**src/inc/dpt_pkg.sv**
```systemverilog
// dpt_pkg: shared constants and carrier types of the dual preset timer core.
// assumes a 200 MHz core clock and a host menu that drives the settings.
package dpt_pkg;

    // ------------------------------------------------------------------
    // widths and timing
    // ------------------------------------------------------------------
    localparam int          DPT_VAL_W     = 20;
    localparam int          DPT_DUR_W     = 14;
    localparam int          DPT_MODE_W    = 6;
    localparam int          DPT_CLK_MHZ   = 200;
    localparam int          DPT_FINE_US   = 10000;   // 0.01 s step
    localparam int          DPT_COARSE_US = 100000;  // 0.1 s step
    localparam int          DPT_FINE_CYC  = DPT_FINE_US * DPT_CLK_MHZ;
    localparam int          DPT_COARSE_CYC = DPT_COARSE_US * DPT_CLK_MHZ;
    localparam int          DPT_TICK_W    = 25;
    localparam logic [13:0] DPT_DUR_MAX   = 14'h270F; // 9999 steps
    localparam logic [5:0]  DPT_MODE_LO   = 6'h13;    // mode 19
    localparam logic [5:0]  DPT_MODE_HI   = 6'h2A;    // mode 42

    // ------------------------------------------------------------------
    // access levels (preset and output-time values)
    // ------------------------------------------------------------------
    localparam logic [1:0]  DPT_ACC_LOCK  = 2'h0;
    localparam logic [1:0]  DPT_ACC_PROT  = 2'h1;
    localparam logic [1:0]  DPT_ACC_VIEW  = 2'h2;
    localparam logic [1:0]  DPT_ACC_FULL  = 2'h3;

    // visibility of one value
    typedef struct packed {
        logic show_main;   // shown on main display
        logic edit_main;   // editable from main display
        logic in_prot;     // listed in protected value menu
    } dpt_vis_t;

    // decoded operating mode
    typedef struct packed {
        logic valid;       // mode in 19..42
        logic auto_rst;    // automatic reset
        logic to_p2;       // reset value is preset 2
        logic at_o2_end;   // auto reset when timed output 2 ends
        logic o1_timed;
        logic o1_off_p2;   // output 1 off at preset 2
        logic o2_timed;
    } dpt_mode_t;

    // settings from the menu
    typedef struct packed {
        logic [DPT_MODE_W-1:0] op_mode;
        logic                  pwr_rst_en;   // clear timer at power-up
        logic                  track_en;     // preset 1 tracks preset 2
        logic                  res_coarse;   // 1: 0.1 s, 0: 0.01 s
        logic [1:0]            invert;       // per output inversion
        logic [DPT_DUR_W-1:0]  dur1;
        logic [DPT_DUR_W-1:0]  dur2;
    } dpt_cfg_t;

    typedef enum logic [1:0] {DPT_IDLE, DPT_RUN, DPT_HALT} dpt_st_t;

endpackage

```
**src/design/dpt_core.sv**
```systemverilog
// dpt_core: dual preset timer core with stop-at-preset-2 modes,
// output control, preset tracking, timed outputs and access decode.
// assumes the menu drives settings as levels on the core clock and the
// retained timer value comes from nonvolatile storage at power-up.
`timescale 1ns/10ps

// What this block does
// [RL1] modes 19 to 42 stop timing at preset 2, with mode reset types
// [RL2] power-up reset off restores the stored timer value
// [RL3] power-up reset on clears the timer at power-up
// [RL4] each preset has its own access level
// [RL5] locked values are hidden everywhere outside programming
// [RL6] protected values appear only in the protected value menu
// [RL7] view-only values show on main display, edit only when enabled
// [RL8] full access values edit from main display, not in menu
// [RL9] each output time has its own access level, same four
// [RL10] preset 1 activates output 1
// [RL11] preset 2 activates output 2
// [RL12] tracking: changing preset 2 moves preset 1 keeping offset
// [RL13] tracking: changing preset 1 keeps preset 2, new offset
// [RL14] one resolution setting serves all timed outputs
// [RL15] fine resolution steps 0.01 s, up to 99.99 s
// [RL16] coarse resolution steps 0.1 s, up to 999.9 s
// [RL17] timed output 1 holds for its programmed duration
// [RL18] timed output 2 holds for its own duration
// [RL19] each output has its own inversion select
// [RL20] inverted outputs go off at activation, on at reset or end (rst holds out_q low; auto reset does not end a running timed output)
// [RL21] duration counts down once per resolution tick to zero
// [RL22] presets compare against the timer in its own units
module dpt_core (
    input  wire logic                          core_clk,    // system clock
    input  wire logic                          rst,         // sync reset
    input  wire dpt_pkg::dpt_cfg_t             cfg,         // menu settings
    input  wire logic                          pwr_up,      // power applied
    input  wire logic [dpt_pkg::DPT_VAL_W-1:0] saved_val,   // stored timer
    input  wire logic                          count_tick,  // timer step
    input  wire logic                          run_en,      // timing allowed
    input  wire logic                          man_reset,   // manual reset
    input  wire logic                          p1_wr,       // write preset 1
    input  wire logic                          p2_wr,       // write preset 2
    input  wire logic [dpt_pkg::DPT_VAL_W-1:0] p_wdata,     // preset data
    input  wire logic [7:0]                    acc_lvl,     // p1,p2,t1,t2
    input  wire logic                          prog_dis,    // disable lvl 1
    output logic [dpt_pkg::DPT_VAL_W-1:0]      timer_val,   // timer value
    output logic [dpt_pkg::DPT_VAL_W-1:0]      preset1,     // preset 1
    output logic [dpt_pkg::DPT_VAL_W-1:0]      preset2,     // preset 2
    output logic [1:0]                         out_q,       // outputs 1,2
    output logic                               halted,      // stopped at p2
    output logic [11:0]                        vis_q        // 3 bits/value
);
    import dpt_pkg::*;

    typedef struct packed {
        dpt_st_t              st;
        logic [DPT_VAL_W-1:0] tmr;
        logic [DPT_VAL_W-1:0] p1;
        logic [DPT_VAL_W-1:0] p2;
        logic [DPT_VAL_W-1:0] ofs;
        logic [1:0]           lat;
        logic [1:0]           out;
        logic [DPT_TICK_W-1:0] div;
        logic                 tick;
        logic                 o2_was;
        logic                 hlt;
        logic [11:0]          vis;
    } dpt_core_t;

    dpt_core_t s_q;
    dpt_core_t s_d;
    dpt_mode_t md;
    logic      [1:0] pls_act;
    logic      [1:0] pls_start;
    logic      clr_all;
    dpt_vis_t  vis_w [4];

    // ----------------------------------------------------------------
    // mode decode
    // ----------------------------------------------------------------
    // modes 19..42 come in groups of five per reset type, then four
    function automatic dpt_mode_t dpt_decode(input logic [5:0] m);
        dpt_mode_t  r;
        logic [5:0] k;
        logic [2:0] o;
        r = '0;
        k = m - DPT_MODE_LO;
        o = 3'h0;
        if (m >= DPT_MODE_LO && m <= DPT_MODE_HI) begin
            r.valid = 1'b1;                                     // [RL1]
            if (k < 6'h14) begin
                r.auto_rst = (k >= 6'h0A);
                r.to_p2    = (k >= 6'h05 && k < 6'h0A) || (k >= 6'h0F);
                o          = 3'((k % 6'h05));
            end else begin
                r.auto_rst  = 1'b1;
                r.at_o2_end = 1'b1;
                r.to_p2     = (k >= 6'h16);
                o           = (k[0]) ? 3'h4 : 3'h2;
            end
            // output pattern 0..4: latched, t/l, t/t, off/l, off/t
            r.o1_timed  = (o == 3'h1) || (o == 3'h2);
            r.o1_off_p2 = (o == 3'h3) || (o == 3'h4);
            r.o2_timed  = (o == 3'h2) || (o == 3'h4);
        end
        return r;
    endfunction

    assign md = dpt_decode(cfg.op_mode);

    // ----------------------------------------------------------------
    // timed output counters, one resolution tick for both
    // ----------------------------------------------------------------
    genvar gi;
    generate
        for (gi = 0; gi < 2; gi++) begin : g_pls
            dpt_pulse u_pls (
                .core_clk (core_clk),
                .rst      (rst),
                .tick     (s_q.tick),                           // [RL14]
                .start    (pls_start[gi]),
                .clear    (clr_all),
                .dur      (gi == 0 ? cfg.dur1 : cfg.dur2),   // [RL17] [RL18]
                .active   (pls_act[gi])
            );
        end
        for (gi = 0; gi < 4; gi++) begin : g_acc
            dpt_access u_acc (
                .level    (acc_lvl[2*gi +: 2]),                 // [RL4] [RL9]
                .prog_dis (prog_dis),
                .vis      (vis_w[gi])
            );
        end
    endgenerate

    // ----------------------------------------------------------------
    // timer, presets and outputs
    // ----------------------------------------------------------------
    logic hit1;
    logic hit2;
    logic o2_end;
    logic arst;
    logic [DPT_VAL_W-1:0] rst_val;

    always_comb begin
        s_d = s_q;
        // resolution tick from the core clock
        s_d.tick = 1'b0;
        if (s_q.div == '0) begin
            s_d.tick = 1'b1;
            s_d.div  = cfg.res_coarse ?                         // [RL15] [RL16]
                       DPT_TICK_W'(DPT_COARSE_CYC - 1) :
                       DPT_TICK_W'(DPT_FINE_CYC - 1);
        end else begin
            s_d.div = s_q.div - 1'b1;
        end
        // presets and tracking offset
        if (p2_wr) begin
            s_d.p2 = p_wdata;
            if (cfg.track_en) begin
                s_d.p1 = p_wdata - s_q.ofs;                     // [RL12]
            end
        end else if (p1_wr) begin
            s_d.p1  = p_wdata;
            s_d.ofs = s_q.p2 - p_wdata;                         // [RL13]
        end
        if (!cfg.track_en) begin
            s_d.ofs = s_d.p2 - s_d.p1;
        end
        // compare at each timer step in timer units
        // a step that is held off by run_en must not fire an output
        hit1 = run_en && count_tick && (s_q.tmr + 1'b1 == s_q.p1); // [RL22]
        hit2 = run_en && count_tick && (s_q.tmr + 1'b1 == s_q.p2); // [RL22]
        o2_end  = s_q.o2_was && !pls_act[1];
        rst_val = md.to_p2 ? s_q.p2 : '0;
        arst = md.auto_rst &&
               (md.at_o2_end ? o2_end : (s_q.st == DPT_HALT));
        s_d.o2_was = pls_act[1];
        case (s_q.st)
            DPT_IDLE: s_d.st = DPT_RUN;
            DPT_RUN: begin
                if (run_en && count_tick) begin
                    s_d.tmr = s_q.tmr + 1'b1;
                end
                if (hit1) begin
                    s_d.lat[0] = 1'b1;                          // [RL10]
                end
                if (hit2) begin
                    s_d.lat[1] = 1'b1;                          // [RL11]
                    if (md.o1_off_p2) begin
                        s_d.lat[0] = 1'b0;
                    end
                    if (md.valid) begin
                        s_d.st = DPT_HALT;                      // [RL1]
                    end
                end
            end
            DPT_HALT: begin
                if (arst && !md.at_o2_end) begin
                    s_d.st  = DPT_RUN;
                    s_d.tmr = rst_val;                          // [RL1]
                    s_d.lat = '0;
                end
            end
            default: s_d.st = DPT_IDLE;
        endcase
        if (man_reset || (md.at_o2_end && o2_end)) begin
            s_d.st  = DPT_RUN;
            s_d.tmr = rst_val;
            s_d.lat = '0;
        end
        if (pwr_up) begin
            s_d.tmr = cfg.pwr_rst_en ? '0 : saved_val;          // [RL2] [RL3]
            s_d.st  = DPT_RUN;
            s_d.lat = '0;
        end
        // timed outputs follow their counters, latched ones the latch
        s_d.out[0] = (md.o1_timed ? pls_act[0] : s_d.lat[0]) ^ cfg.invert[0];
        s_d.out[1] = (md.o2_timed ? pls_act[1] : s_d.lat[1]) ^ cfg.invert[1];
        for (int i = 0; i < 4; i++) begin
            s_d.vis[3*i +: 3] = vis_w[i];
        end
        // stop flag kept as its own flop so the port has no decode
        s_d.hlt = (s_d.st == DPT_HALT);
    end

    assign pls_start[0] = hit1 && (s_q.st == DPT_RUN);          // [RL17]
    assign pls_start[1] = hit2 && (s_q.st == DPT_RUN);          // [RL18]
    assign clr_all      = man_reset || pwr_up;                  // [RL20]

    // inversion is applied above as an xor per output          [RL19] [RL20]
    always_ff @(posedge core_clk) begin
        if (rst) begin
            s_q <= '0;
            s_q.out <= 2'h0;
        end else begin
            s_q <= s_d;
        end
    end

    assign timer_val = s_q.tmr;
    assign preset1   = s_q.p1;
    assign preset2   = s_q.p2;
    assign out_q     = s_q.out;
    assign halted    = s_q.hlt;
    assign vis_q     = s_q.vis;
endmodule

```
**src/design/dpt_pulse.sv**
```systemverilog
// dpt_pulse: one timed output duration counter.
// assumes a shared resolution tick pulse from the parent.
`timescale 1ns/10ps
module dpt_pulse (
    input  wire logic                          core_clk, // system clock
    input  wire logic                          rst,      // sync reset
    input  wire logic                          tick,     // resolution tick
    input  wire logic                          start,    // begin duration
    input  wire logic                          clear,    // end at once
    input  wire logic [dpt_pkg::DPT_DUR_W-1:0] dur,      // steps to hold
    output logic                               active    // duration running
);
    import dpt_pkg::*;

    typedef struct packed {
        logic [DPT_DUR_W-1:0] cnt;
        logic                 act;
    } dpt_pls_t;

    dpt_pls_t s_q;
    dpt_pls_t s_d;

    // ----------------------------------------------------------------
    // countdown
    // ----------------------------------------------------------------
    // a zero duration would never run, so it is held for one step
    always_comb begin
        s_d = s_q;
        if (clear) begin
            s_d.act = 1'b0;
        end else if (start) begin
            s_d.act = 1'b1;
            s_d.cnt = (dur == '0) ? 14'h0001 :
                      ((dur > DPT_DUR_MAX) ? DPT_DUR_MAX : dur);
        end else if (s_q.act && tick) begin
            s_d.cnt = s_q.cnt - 14'h0001;           // [RL21]
            if (s_q.cnt == 14'h0001) begin
                s_d.act = 1'b0;                      // [RL21]
            end
        end
    end

    always_ff @(posedge core_clk) begin
        if (rst) begin
            s_q <= '0;
        end else begin
            s_q <= s_d;
        end
    end

    assign active = s_q.act;
endmodule

```
**src/design/dpt_access.sv**
```systemverilog
// dpt_access: decodes one access level into visibility flags.
// assumes the level is a menu setting, stable between edits.
`timescale 1ns/10ps
module dpt_access (
    input  wire logic [1:0]       level,    // access level code
    input  wire logic             prog_dis, // program disable level 1
    output dpt_pkg::dpt_vis_t     vis       // visibility flags
);
    import dpt_pkg::*;

    // ----------------------------------------------------------------
    // level decode
    // ----------------------------------------------------------------
    always_comb begin
        vis = '0;
        case (level)
            DPT_ACC_LOCK: vis = '0;                        // [RL5]
            DPT_ACC_PROT: vis.in_prot = 1'b1;              // [RL6]
            DPT_ACC_VIEW: begin
                vis.show_main = 1'b1;                      // [RL7]
                vis.edit_main = ~prog_dis;
                vis.in_prot   = 1'b1;
            end
            DPT_ACC_FULL: begin
                vis.show_main = 1'b1;                      // [RL8]
                vis.edit_main = 1'b1;
            end
            default: vis = '0;
        endcase
    end
endmodule

```
**config.mk**
```make
export PLATFORM = sky130hd
export DESIGN_NAME = dpt_core
export DESIGN_NICKNAME = d
export VERILOG_FILES = /design/src/inc/dpt_pkg.sv /design/src/design/dpt_core.sv /design/src/design/dpt_pulse.sv /design/src/design/dpt_access.sv
export SDC_FILE = /design/constraint.sdc
export NUM_CORES = 1
export LEC_CHECK = 0
export BUFFER_PORTS_ARGS = -buffer_cell sky130_fd_sc_hd__buf_2
export CAP_MARGIN = 20
export CORE_MARGIN = 10
export CORE_UTILIZATION = 55
export CTS_CLUSTER_DIAMETER = 120
export DETAILED_ROUTE_END_ITERATION = 8
export GPL_TIMING_DRIVEN = 0
export PLACE_DENSITY = 0.77
export SLEW_MARGIN = 25
export SYNTH_ARGS = -nofsm -noshare
export SYNTH_HDL_FRONTEND = slang
export SYNTH_SLANG_ARGS = --single-unit
export TNS_END_PERCENT = 1
```
**constraint.sdc**
```tcl
create_clock -name core_clk -period 5.2 [get_ports core_clk]
set_input_delay 0.26 -clock core_clk [delete_from_list [all_inputs] [get_ports core_clk]]
set_output_delay 0.26 -clock core_clk [all_outputs]
set_load 0.01 [all_outputs]
```
# Yosys cells after proc, flatten, opt, wreduce, memory -nomap -nowiden
# Index checks and enable logic that the tools add are counted.
# word_totals
ff_bits	156
input_bits	96
output_inout_bits	75
wordCells	161
# classes
n_addsub	8
div_mod_pow	1
n_lt_le_gt_ge	10
n_eq_ne	27
n_mux	54
bitwise	4
reduce_logical	41
# op_table
op	n
2-to-1 mux 20 bit	10
2-to-1 mux 22 bit	3
2-to-1 mux 15 bit	4
subtractor 20 bit	3
2-to-1 mux 14 bit	4
2-to-1 mux 25 bit	2
== test 20 bit	2
case mux 20 bit (2 select lines)	1
== test 14 x 1 -> 1 bit (second input constant)	2
greater-than comparator 14 bit (second input constant)	2
logical NOT 14 bit	2
subtractor 14 x 1 -> 14 bit (second input constant)	2
logical NOT 25 bit	1
subtractor 25 x 1 -> 25 bit (second input constant)	1
adder 20 x 1 -> 20 bit (second input constant)	1
== test 2 bit (second input constant)	10
case mux 2 bit (2 select lines)	5
2-to-1 mux 2 bit	7
logical AND 1 bit	13
2-to-1 mux 1 bit	13
>= comparator 6 x 4 -> 1 bit (second input constant)	2
>= comparator 6 x 5 -> 1 bit (second input constant)	2
== test 2 x 1 -> 1 bit (second input constant)	5
AND reduction 2 bit	5
other kinds (25)	43

# Depth between registers and ports, before layout
# Gate-level depths: netlist of the first run.
# logic_depth
ltp_word	16
ltp_mapped	25
mapped_depth_nobuf	25

# Cells and area by module
# A second synthesis of the first run with hierarchy kept.
# hier_totals
hier_cells	1658
hier_area_um2	12858.6
# modules_own_cells
mod	instances	cells_per_inst	area_per_inst_um2	seq_area_each_um2
dpt_core	1	1354	10581.4	2522.4
dpt_pulse	2	138	1038.5	300.3
dpt_access	4	7	50.0	0.0

# Least setup slack after synthesis of the first run
# No wires, ideal clock.
# synth_timing
kind	register -> register
start	register s_q[44] (netlist name)
end	register s_q[63] (netlist name)
setup_ns	0.086
arrival_time_ns	4.687
required_time_ns	5.114
path_slack_ns	0.428
stages_incl_launch_ff	25
path_buffers	0
synth_period_minus_slack_ns	4.772
cell_sequence	dfxtp_1 -> ha_1 -> inv_1 -> fa_1 -> a21o_1 -> a21oi_1 -> o21ai_0 -> a21oi_1 -> o21ai_0 -> a21oi_1 -> o21bai_1 -> a21oi_1 -> o31ai_1 -> xnor2_1 -> mux2i_1 -> a21o_1 -> ha_1 -> nor2b_1 -> o21a_1 -> or2_2 -> a221o_1 -> o41a_1 -> xnor2_1 -> nor2_1 -> a211oi_1
# synth_between
elab_chain_len	5
# synth_rtl
item	line	source
from (decl)	dpt_core.sv:68	dpt_core_t s_q;
subtractor 20 bit	dpt_core.sv:159	s_d.p1 = p_wdata - s_q.ofs;
2-to-1 mux 20 bit	dpt_core.sv:158	if (cfg.track_en) begin
2-to-1 mux 20 bit	dpt_core.sv:156	if (p2_wr) begin
subtractor 20 bit	dpt_core.sv:166	s_d.ofs = s_d.p2 - s_d.p1;
2-to-1 mux 20 bit	dpt_core.sv:165	if (!cfg.track_en) begin
# No other way between the ends.
# A chain may end at the register's enable or synchronous reset.

# Worst setup path in the final report of the first run
# Same ends and word-level chain as after synthesis.

==> out/qor.txt, run 1 <==
Max VDD drop = 0.266 mV
core area = 22700 sq um
clk_skew = 0.0154 ns
Design Area, Final = 14600 sq um
fin cells = 2149
cts bufs inserted = 17
Worst EP required = 5.55 ns
ys async rst share = 0%
Post-synth EDFFs = 0
die width = 172 microns
Syn Area/Cell = 7.67 sq um
first-pass GRT wire length = 64400 microns
htree depth = 4
MaxCap Viol Count = 0
Fillers = 2015
Total Power = 4.62 mW
Leak Pwr = 6.38 nW
CP endpoint kind = flop
worst path arrival time = 5.48 ns
Internal = 2.84 mW
vias in the first global route = 12200
CTS sink count = 156
Cell Area, Synth = 12700 sq um
Synth-to-Final Area Change = 15.1%
endpoints failing hold = 0
cell count after synthesis = 1659
startpoint class of the critical path = flop
Clock transition at path regs = 0.08 ns
Clk pwr share = 28.5%
Seq/Total Area, Yosys = 24.5%
CP max FO = 4
worst-margin pin slew = 1.13 ns
combinational power share = 38.8%
Setup Viol. Count Final = 0
share of layout cells above drive strength 1 = 19.2%
TritonCTS clock tree = built
critical path type = flop to flop
Boundary Pins = 171
IO buf count = 166
wire per inst = 19.6 microns
sequential power share = 32.7%
Seq cells post-synth = 156
1st-iter DRT viols = 1283
Nets = 2034
Die Y = 172 microns
Hold WS = 0.0939 ns
Final WS setup = 0.0718 ns
vias post-DR = 13100
syn nets = 1843
fin. max-slew vios = 0
starting density of the core = 56.0%
commonest non-fill, non-tap cell in the layout = buf_2
DRC = 0
Vias/cell = 6.09
final WL = 42100 microns
antenna violations before repair = 1
reported net switching power = 1.78 mW
final period utilization = 98.6%
Worst-Skew Late Latency = 0.44 ns
min Tclk post-route = 5.13 ns
pwr/cell area = 315 nW/um^2
sw frac = 38.5%
largest net degree at the start of global routing = 19
pre-CTS WS = -0.517 ns
Min-Delay Path Class = input pin to flop
Post-DP HPWL = 32400 microns
Top FF cell, synth = dfxtp_1
Max clock buf depth = 2
Synth Warn # = 0
RSZ-0062 raised after global routing = true
Congestion Overflow GR = 0
root buffer cell = clkbuf_16
gr usage total = 27.4%
Max transition margin = 23.0%
run status = finished clean
Detail Route Antenna Nets = 0
final core occ = 64.5%
fmax = 195 MHz
synth unique cells = 86
Post-Place Cells = 2110
Rows = 55
final RePlAce weighted congestion = 0.944
drt pass-1 iters = 6
most frequent cells in the layout = 170 x buf_2, 163 x nor2_1, 156 x dfxtp_1
setup TNS = 0 ns
Post-Place Cell Area = 13900 sq um
Die ar. = 29600 sq um
## power groups by stage
stage          sequential, mW  clock (mW)  combinational, mW
2_1_floorplan            1.48           0               1.32
3_3_place_gp             1.52           0               1.68
3_5_place_dp             1.53           0               1.71
4_1_cts                  1.50        1.32               1.74
5_1_grt                  1.53        1.37               1.97
6_report                 1.51        1.32               1.79
## final cells by class
| type | instances | area [sq um] | area share, % |
|---|---|---|---|
| Clock inverter | 15 | 193 | 1.32 |
| Sequential cell | 156 | 3120 | 21.3 |
| Inverter | 95 | 357 | 2.44 |
| Tap cell | 285 | 357 | 2.44 |
| Buffer | 149 | 861 | 5.88 |
| Multi-Input combinational cell | 1259 | 8450 | 57.7 |
| Clock buffer | 17 | 425 | 2.91 |
| Antenna cell | 1 | 2.50 | 0.0171 |
| Timing Repair Buffer | 172 | 876 | 5.98 |
## cell families after synthesis
kind of cell / synth area share [%]
adders and majority gates: 8.83
buffers and inverters: 9.55
DFF: 24.5
and+or+nand+nor: 22.6
xor gates and xnor gates: 8.81
muxes: 3.95
AOI/OAI and AO/OA: 21.7
## metal layers
| metal | routed length, microns | GRT usage (%) | part of all wire [%] | up-vias |
|---|---|---|---|---|
| li1 | - | - | - | 6234 |
| met4 | 1640 | 12.0 | 3.9 | 0 |
| met2 | 19700 | 45.2 | 47 | 650 |
| met5 | 0 | 0 | 0 | - |
| met1 | 17100 | 34.3 | 41 | 6081 |
| met3 | 3610 | 4.67 | 8.6 | 123 |
## repair_timing
item                       CTS  global route
pin swaps                    5             9
gates resized for setup      4            13
buffers inserted             4             2
setup endpoints to repair    3            12
hold buffers                 0             0
## critical path: stages, from the launching register on
cell      delay [ns]
dfxtp_1         0.34
ha_2            0.18
inv_1           0.05
fa_2            0.36
a21o_1          0.20
a21oi_2         0.18
o21ai_0         0.10
a21oi_1         0.18
o21ai_0         0.12
a21oi_1         0.25
o21bai_2        0.10
a21oi_2         0.20
o31ai_1         0.12
xnor2_1         0.29
mux2i_1         0.14
a21o_1          0.23
ha_4            0.24
nor2b_1         0.13
o21a_1          0.18
or2_2           0.30
a221o_1         0.37
o41a_1          0.35
xnor2_1         0.17
nor2_1          0.05
a211oi_1        0.17
## path summary, 6_finish.rpt
path	from	to	slack [ns]	cells past startpoint
worst max-delay path	s_q[44]	s_q[63]	0.07	24
worst min-delay path	acc_lvl[5]	vis_q[6]	0.09	3
worst max register to register	s_q[44]	s_q[63]	0.07	24
worst min register to register	s_q[15]	s_q[15]	0.48	1
## cells in the mapped netlist, types with 8 or more instances
master      n  area (sq um)
a211oi_1   32           240
a21boi_0   11          82.6
a21o_1     17           128
a21oi_1    95           475
a22oi_1    24           180
a31oi_1    13          81.3
and2_1     10          62.6
and3_1      8          50.1
buf_1       9          33.8
buf_4      74           556
clkbuf_1   59           221
dfxtp_1   156          3120
ha_1       85          1060
inv_1      94           353
mux2_2     26           293
mux2i_1    21           210
nand2_1   136           510
nand2b_1   13          81.3
nand3_1    28           140
nand4_1    14          87.6
nor2_1    163           612
nor2b_1    49           307
nor3_1     62           310
nor4_1     29           181
o211ai_1   24           180
o21a_1      8          60.1
o21ai_0   105           526
o31ai_1    18           135
or2_2      12          75.1
or3_1      24           150
xnor2_1    73           639
xor2_1     41           359
## registers in the layout, summed over array words and instances (netlist names)
register	flops
out_q	2
g_pls.u_pls.active	2
s_q	51
preset2	20
vis_q	12
g_pls.u_pls.s_q	28
timer_val	20
preset1	20
halted	1
No activity file was read; power rests on OpenSTA's default activity.
==> inputs of run 2 (changes only) <==
--- a/config.mk
+++ b/config.mk
@@ -8,11 +8,12 @@
 export BUFFER_PORTS_ARGS = -buffer_cell sky130_fd_sc_hd__buf_2
 export CAP_MARGIN = 20
 export CORE_MARGIN = 10
-export CORE_UTILIZATION = 55
+export CORE_UTILIZATION = 39
 export CTS_CLUSTER_DIAMETER = 120
 export DETAILED_ROUTE_END_ITERATION = 8
 export GPL_TIMING_DRIVEN = 0
-export PLACE_DENSITY = 0.77
+export HOLD_SLACK_MARGIN = 0.02
+export PLACE_DENSITY = 0.63
 export SLEW_MARGIN = 25
 export SYNTH_ARGS = -nofsm -noshare
 export SYNTH_HDL_FRONTEND = slang
==> run 2 against run 1 <==
Highest routed layer is now met5. Cell area rose by 1.2%. Critical endpoint unchanged. Register-to-register slack improved by 0.08 ns. Flip-flop and latch count did not move. Worst hold slack barely moved. Maximum frequency rose by 1.6%. Non-clock buffer count rose by 2. Clock skew fell by 0.0026 ns. Via count fell by 2.5%. Core utilization fell by 19 points.
==> out/qor.txt, run 2 (synthesis gave the netlist of run 1 again) <==
Congestion Overflow GR = 0 (unchanged)
delay-heaviest family, CP = compound AO/OA/AOI/OAI gates (unchanged)
share of layout cells above drive strength 1 = 19.5% (was 19.2%)
Nets = 2036 (was 2034)
gr usage total = 20.8% (was 27.4%)
drt pass-1 iters = 6 (unchanged)
min Tclk post-route = 5.05 ns (was 5.13 ns)
Synth-to-Final Area Change = 16.5% (was 15.1%)
Leak Pwr = 6.37 nW (was 6.38 nW)
htree depth = 4 (unchanged)
Clock transition at path regs = 0.07 ns (was 0.08 ns)
CTS sink count = 156 (unchanged)
commonest non-fill, non-tap cell in the layout = buf_2 (unchanged)
starting density of the core = 39.3% (was 56.0%)
CTS Hold Bufs = 0 (unchanged)
Setup Viol. Count Final = 0 (unchanged)
largest net degree at the start of global routing = 17 (was 19)
1st-iter DRT viols = 905 (was 1283)
Worst EP required = 5.57 ns (was 5.55 ns)
fmax = 198 MHz (was 195 MHz)
CP endpoint kind = flop (unchanged)
most frequent cells in the layout = 170 x buf_2, 163 x nor2_1, 156 x dfxtp_1 (unchanged)
first-pass GRT wire length = 67600 microns (was 64400 microns)
max FFs per register = 51 (unchanged)
Most flops, register = s_q (unchanged)
cts bufs inserted = 17 (unchanged)
Detail Route Antenna Nets = 0 (unchanged)
pwr/cell area = 306 nW/um^2 (was 315 nW/um^2)
Max transition margin = 37.1% (was 23.0%)
wire per inst = 18.8 microns (was 19.6 microns)
Post-Place Cells = 2267 (was 2110)
Min-Delay Path Class = input pin to flop (unchanged)
biggest regs = s_q (51), g_pls.u_pls.s_q (28) (unchanged)
Worst Path Buf+Inv = 1 (unchanged)
startpoint class of the critical path = flop (unchanged)
Die Y = 201 microns (was 172 microns)
antenna violations before repair = 2 (was 1)
worst path arrival time = 5.42 ns (was 5.48 ns)
vias in the first global route = 12200 (about the same)
final WL = 43400 microns (was 42100 microns)
CP max FO = 4 (unchanged)
root buffer cell = clkbuf_16 (unchanged)
DRC = 0 (unchanged)
IO buf count = 166 (unchanged)
TritonCTS clock tree = built (unchanged)
Hold WS = 0.0941 ns (was 0.0939 ns)
Max VDD drop = 0.259 mV (was 0.266 mV)
Vias/cell = 5.53 (was 6.09)
Die ar. = 40300 sq um (was 29600 sq um)
setup TNS = 0 ns (unchanged)
die width = 201 microns (was 172 microns)
Worst-Skew Late Latency = 0.45 ns (was 0.44 ns)
core area = 32400 sq um (was 22700 sq um)
clk_skew = 0.0128 ns (was 0.0154 ns)
fin cells = 2308 (was 2149)
crit-path cells = ha_2 -> inv_1 -> fa_2 -> a21o_1 -> a21oi_2 -> o21ai_0 -> a21oi_1 -> o21ai_0 -> a21oi_1 -> o21bai_2 -> a21oi_2 -> o31ai_1 -> xnor2_1 -> mux2i_1 -> a21o_1 -> ha_4 -> nor2b_1 -> o21a_1 -> or2_2 -> a221o_1 -> o41a_1 -> xnor2_1 -> nor2_1 -> a211oi_2 (was ha_2 -> inv_1 -> fa_2 -> a21o_1 -> a21oi_2 -> o21ai_0 -> a21oi_1 -> o21ai_0 -> a21oi_1 -> o21bai_2 -> a21oi_2 -> o31ai_1 -> xnor2_1 -> mux2i_1 -> a21o_1 -> ha_4 -> nor2b_1 -> o21a_1 -> or2_2 -> a221o_1 -> o41a_1 -> xnor2_1 -> nor2_1 -> a211oi_1)
final RePlAce weighted congestion = 0.939 (was 0.944)
final period utilization = 97.1% (was 98.6%)
Post-DP HPWL = 34300 microns (was 32400 microns)
critical path type = flop to flop (unchanged)
Boundary Pins = 171 (unchanged)
slowest cell delay on critical path = 0.37 ns (about the same)
run status = finished clean (unchanged)
MaxCap Viol Count = 0 (unchanged)
endpoints failing hold = 0 (unchanged)
Rows = 66 (was 55)
vias post-DR = 12800 (was 13100)
worst-margin pin slew = 0.920 ns (was 1.13 ns)
fin. max-slew vios = 0 (unchanged)
Max clock buf depth = 2 (unchanged)
slowest CP cell = a221o_1 (unchanged)
==> run 2: timing repair <==
action / 4_1_cts / 5_1_grt
setup endpoints to repair: 4 / 5
pin swaps: 3 / 12
setup buffers: 3 / 5
resized for setup: 6 / 16
==> run 2: power breakdown <==
part / total [mW] / internal, mW / switching [mW]
clock: 1.23 / 0.687 / 0.544
combinational: 1.80 / 0.805 / 0.997
sequential: 1.50 / 1.35 / 0.153
==> run 2: cell type report <==
cell class / count / area (sq um)
fillers: 3323 / 17500
multi-input cells: 1259 / 8470
flip-flops and latches: 156 / 3120
repair buffers: 174 / 891
plain buffers: 149 / 862
well taps: 442 / 553
clock buffers: 20 / 457
inverters: 95 / 357
clock inverters: 12 / 110
diodes: 1 / 2.50
==> run 2: worst reg2reg max path, cell delays in order (launching register included) <==
cell and delay [ns]:
dfxtp_1 0.34, ha_2 0.19, inv_1 0.06, fa_2 0.37, a21o_1 0.20, a21oi_2 0.14
o21ai_0 0.11, a21oi_1 0.21, o21ai_0 0.11, a21oi_1 0.25, o21bai_2 0.11, a21oi_2 0.21
o31ai_1 0.12, xnor2_1 0.24, mux2i_1 0.14, a21o_1 0.23, ha_4 0.23, nor2b_1 0.13
o21a_1 0.17, or2_2 0.30, a221o_1 0.37, o41a_1 0.33, xnor2_1 0.17, nor2_1 0.08
a211oi_2 0.16
==> run 2: worst paths after layout <==
kind / startpoint / end / slack, ns / depth (start not counted)
min reg2reg: s_q[38] / s_q[14] / 0.48 / 1
max: s_q[44] / s_q[63] / 0.15 / 24
max reg2reg: s_q[44] / s_q[63] / 0.15 / 24
min: acc_lvl[5] / vis_q[6] / 0.09 / 3
==> run 2: routing by layer <==
metal	wire (microns)	GRT usage, %	part of all wire, %
met2	20800	35.4	48
met1	19000	26.2	44
met4	1090	6.52	2.5
met5	7	0	0.016
met3	2530	3.66	5.8
==> run 2: through the flow <==
step                      worst slack [ns]  util, %  power (mW)  cell area [sq um]
after global placement              -0.495     43.6        3.22              14100
after global routing              -0.00119     45.8        4.83              14800
final                                0.152     45.8        4.54              14800
after detailed placement            -0.489     43.6        3.25              14100
after CTS                        0.0000653     45.5        4.51              14700
after floorplan                      0.428        -        2.80              12700
==> inputs of run 3 (changes only) <==
--- a/config.mk
+++ b/config.mk
@@ -7,6 +7,7 @@
 export LEC_CHECK = 0
 export BUFFER_PORTS_ARGS = -buffer_cell sky130_fd_sc_hd__buf_2
 export CAP_MARGIN = 20
+export CORE_ASPECT_RATIO = 1.1
 export CORE_MARGIN = 10
 export CORE_UTILIZATION = 39
 export CTS_CLUSTER_DIAMETER = 120
==> constraint.sdc (replaced) <==
create_clock -name core_clk -period 5.2 [get_ports core_clk]
set_input_delay 0.26 -clock core_clk [delete_from_list [all_inputs] [get_ports core_clk]]
set_output_delay 0.26 -clock core_clk [all_outputs]
set_load 0.005 [all_outputs]
==> run 3 against run 2 <==
The flow now finishes with violations (setup timing). Worst hold slack got worse by 0.026 ns. Register-to-register slack got worse by 0.20 ns. Core utilization barely moved. Via count fell by 0.87%. Flip-flop and latch count did not move. Sequential share of layout area rose by 0.050 points. Critical endpoint unchanged. Largest power group unchanged.
==> out/qor.txt, run 3 (synthesis gave the netlist of run 1 again) <==
cts bufs inserted = 17 (unchanged)
Post-Place Cells = 2251 (was 2267)
critical path type = flop to flop (unchanged)
final period utilization = 101% (was 97.1%)
fin. max-slew vios = 0 (unchanged)
R2R Path Start = s_q[45] (was s_q[44])
vias post-DR = 12600 (was 12800)
hold path depth = 2 (was 3)
worst-margin pin slew = 1.07 ns (was 0.920 ns)
R2R Path End = s_q[63] (unchanged)
combinational power share = 38.5% (was 39.7%)
Vias/cell = 5.54 (was 5.53)
worst path arrival time = 5.60 ns (was 5.42 ns)
final RePlAce weighted congestion = 0.955 (was 0.939)
endpoints failing hold = 0 (unchanged)
share of layout cells above drive strength 1 = 19.0% (was 19.5%)
R2R depth = 23 (was 24)
Hold Path Origin = rst (was acc_lvl[5])
multi-input logic area = 8470 sq um (about the same)
Clk pwr share = 28.5% (was 27.1%)
Nets = 2031 (was 2036)
drt pass-1 iters = 5 (was 6)
Max VDD drop = 0.242 mV (was 0.259 mV)
Clock transition at path regs = 0.07 ns (about the same)
root buffer cell = clkbuf_16 (unchanged)
Internal = 2.91 mW (was 2.84 mW)
startpoint class of the critical path = flop (unchanged)
most frequent cells in the layout = 170 x buf_2, 163 x nor2_1, 156 x dfxtp_1 (unchanged)
sequential power share = 33.0% (was 33.2%)
Worst EP required = 5.55 ns (was 5.57 ns)
Fillers = 3313 (was 3323)
largest net degree at the start of global routing = 17 (unchanged)
Boundary Pins = 171 (unchanged)
Hold EP = s_q[13] (was vis_q[6])
CTS Hold Bufs = 0 (unchanged)
Max transition margin = 28.5% (was 37.1%)
CP max FO = 6 (was 4)
Rows = 69 (was 66)
CP endpoint kind = flop (unchanged)
max FFs per register = 51 (unchanged)
failing checks = setup timing
Most flops, register = s_q (unchanged)
core area = 32300 sq um (was 32400 sq um)
commonest non-fill, non-tap cell in the layout = buf_2 (unchanged)
final WL = 44000 microns (was 43400 microns)
gr usage total = 21.3% (was 20.8%)
Synth-to-Final Area Change = 16.2% (was 16.5%)
vias in the first global route = 12300 (was 12200)
biggest regs = s_q (51), g_pls.u_pls.s_q (28) (unchanged)
fin cells = 2285 (was 2308)
MaxCap Viol Count = 0 (unchanged)
run status = finished with violations (was finished clean)
slowest cell delay on critical path = 0.43 ns (was 0.37 ns)
Min-Delay Path Class = input pin to flop (unchanged)
Detail Route Antenna Nets = 0 (unchanged)
Final WS setup = -0.0456 ns (was 0.152 ns)
Die ar. = 40300 sq um (about the same)
starting density of the core = 39.4% (was 39.3%)
first-pass GRT wire length = 67900 microns (was 67600 microns)
Worst-Skew Late Latency = 0.44 ns (was 0.45 ns)
Congestion Overflow GR = 0 (unchanged)
CTS sink count = 156 (unchanged)
Design Area, Final = 14800 sq um (about the same)
htree depth = 4 (unchanged)
die width = 192 microns (was 201 microns)
min Tclk post-route = 5.25 ns (was 5.05 ns)
clk_skew = 0.0135 ns (was 0.0128 ns)
Register Area = 3120 sq um (unchanged)
Post-DP HPWL = 34500 microns (was 34300 microns)
Leak Pwr = 6.35 nW (was 6.37 nW)
TritonCTS clock tree = built (unchanged)
1st-iter DRT viols = 1100 (was 905)
reported net switching power = 1.66 mW (was 1.69 mW)
Max clock buf depth = 2 (unchanged)
RSZ-0062 raised after global routing = true
Setup Viol. Count Final = 1 (was 0)
slowest CP cell = o41a_1 (was a221o_1)
crit-path cells = inv_1 -> ha_1 -> nor2b_1 -> o21ai_0 -> a21boi_0 -> o21ai_1 -> a21boi_0 -> o21ai_1 -> a21oi_1 -> o311a_1 -> o21a_1 -> nor3b_1 -> a211oi_2 -> ha_4 -> a21oi_2 -> nor2b_1 -> o21a_1 -> or2_2 -> a221o_1 -> o41a_1 -> xnor2_1 -> nor2_1 -> a211oi_2 (was ha_2 -> inv_1 -> fa_2 -> a21o_1 -> a21oi_2 -> o21ai_0 -> a21oi_1 -> o21ai_0 -> a21oi_1 -> o21bai_2 -> a21oi_2 -> o31ai_1 -> xnor2_1 -> mux2i_1 -> a21o_1 -> ha_4 -> nor2b_1 -> o21a_1 -> or2_2 -> a221o_1 -> o41a_1 -> xnor2_1 -> nor2_1 -> a211oi_2)
sw frac = 36.4% (was 37.3%)
fmax = 191 MHz (was 198 MHz)
Die Y = 209 microns (was 201 microns)
DRC = 0 (unchanged)
FF-to-FF setup slack = -0.05 ns (was 0.15 ns)
wire per inst = 19.3 microns (was 18.8 microns)
pwr/cell area = 309 nW/um^2 (was 306 nW/um^2)
IO buf count = 166 (unchanged)
Post-Place Cell Area = 14100 sq um (about the same)
antenna violations before repair = 0 (was 2)
==> run 3: through the flow <==
stage	worst slack [ns]	util [%]	hold WS (ns)	power (mW)	TNS (ns)
final	-0.0456	45.8	0.0680	4.57	-0.0456
after global routing	-0.191	45.8	0.0827	4.85	-0.416
after CTS	0.0216	45.6	0.0622	4.55	0
after detailed placement	-0.436	43.7	0.452	3.23	-0.775
after global placement	-0.381	43.6	0.454	3.20	-0.600
after floorplan	0.428	-	0.339	2.78	0
==> run 3: layout make-up <==
class / instances / share of cell area [%]
clock inverters: 11 / 0.981
inverters: 95 / 2.41
plain buffers: 149 / 5.80
diodes: 1 / 0.0169
flip-flops and latches: 156 / 21.1
repair buffers: 169 / 5.77
multi-input cells: 1259 / 57.3
clock buffers: 19 / 3.00
well taps: 426 / 3.60
==> run 3: metal layers <==
| metal | track usage, % | vias up | part of all wire (%) |
|---|---|---|---|
| li1 | - | 6203 | - |
| met1 | 25.9 | 5972 | 42 |
| met2 | 37.3 | 402 | 50 |
| met3 | 3.13 | 71 | 5.5 |
| met4 | 6.88 | 0 | 2.6 |
| met5 | 0 | - | 0 |
==> run 3: worst max-delay path, delay by kind of cell, from the launching register on <==
kind | cells | cell delay (ns)
compound gates | 14 | 3.43
xor+xnor | 1 | 0.15
fa+ha+maj | 2 | 0.54
buf+inv | 1 | 0.08
flops | 1 | 0.34
simple gates | 5 | 0.60
==> run 3: how the worst max path moves through the flow <==
stage | start | to | slack (ns)
5_1_grt | p2_wr | s_q[62] | -0.19
3_5_place_dp | p_wdata[0] | s_q[63] | -0.44
3_3_place_gp | p_wdata[0] | s_q[63] | -0.38
6_report | s_q[45] | s_q[63] | -0.05
4_1_cts | s_q[44] | s_q[63] | 0.02
2_1_floorplan | s_q[44] | s_q[63] | 0.43
==> run 3: power groups by stage <==
stage | combinational (mW) | clock (mW) | sequential [mW]
2_1_floorplan | 1.31 | 0 | 1.48
6_report | 1.76 | 1.30 | 1.51
4_1_cts | 1.74 | 1.31 | 1.50
3_5_place_dp | 1.71 | 0 | 1.53
3_3_place_gp | 1.68 | 0 | 1.52
5_1_grt | 1.97 | 1.36 | 1.53
==> run 3: timing repair <==
item                       4_1_cts  5_1_grt
setup buffers                    3        0
gates resized for setup          6       11
setup endpoints to repair        2       19
pin swaps                        4       10
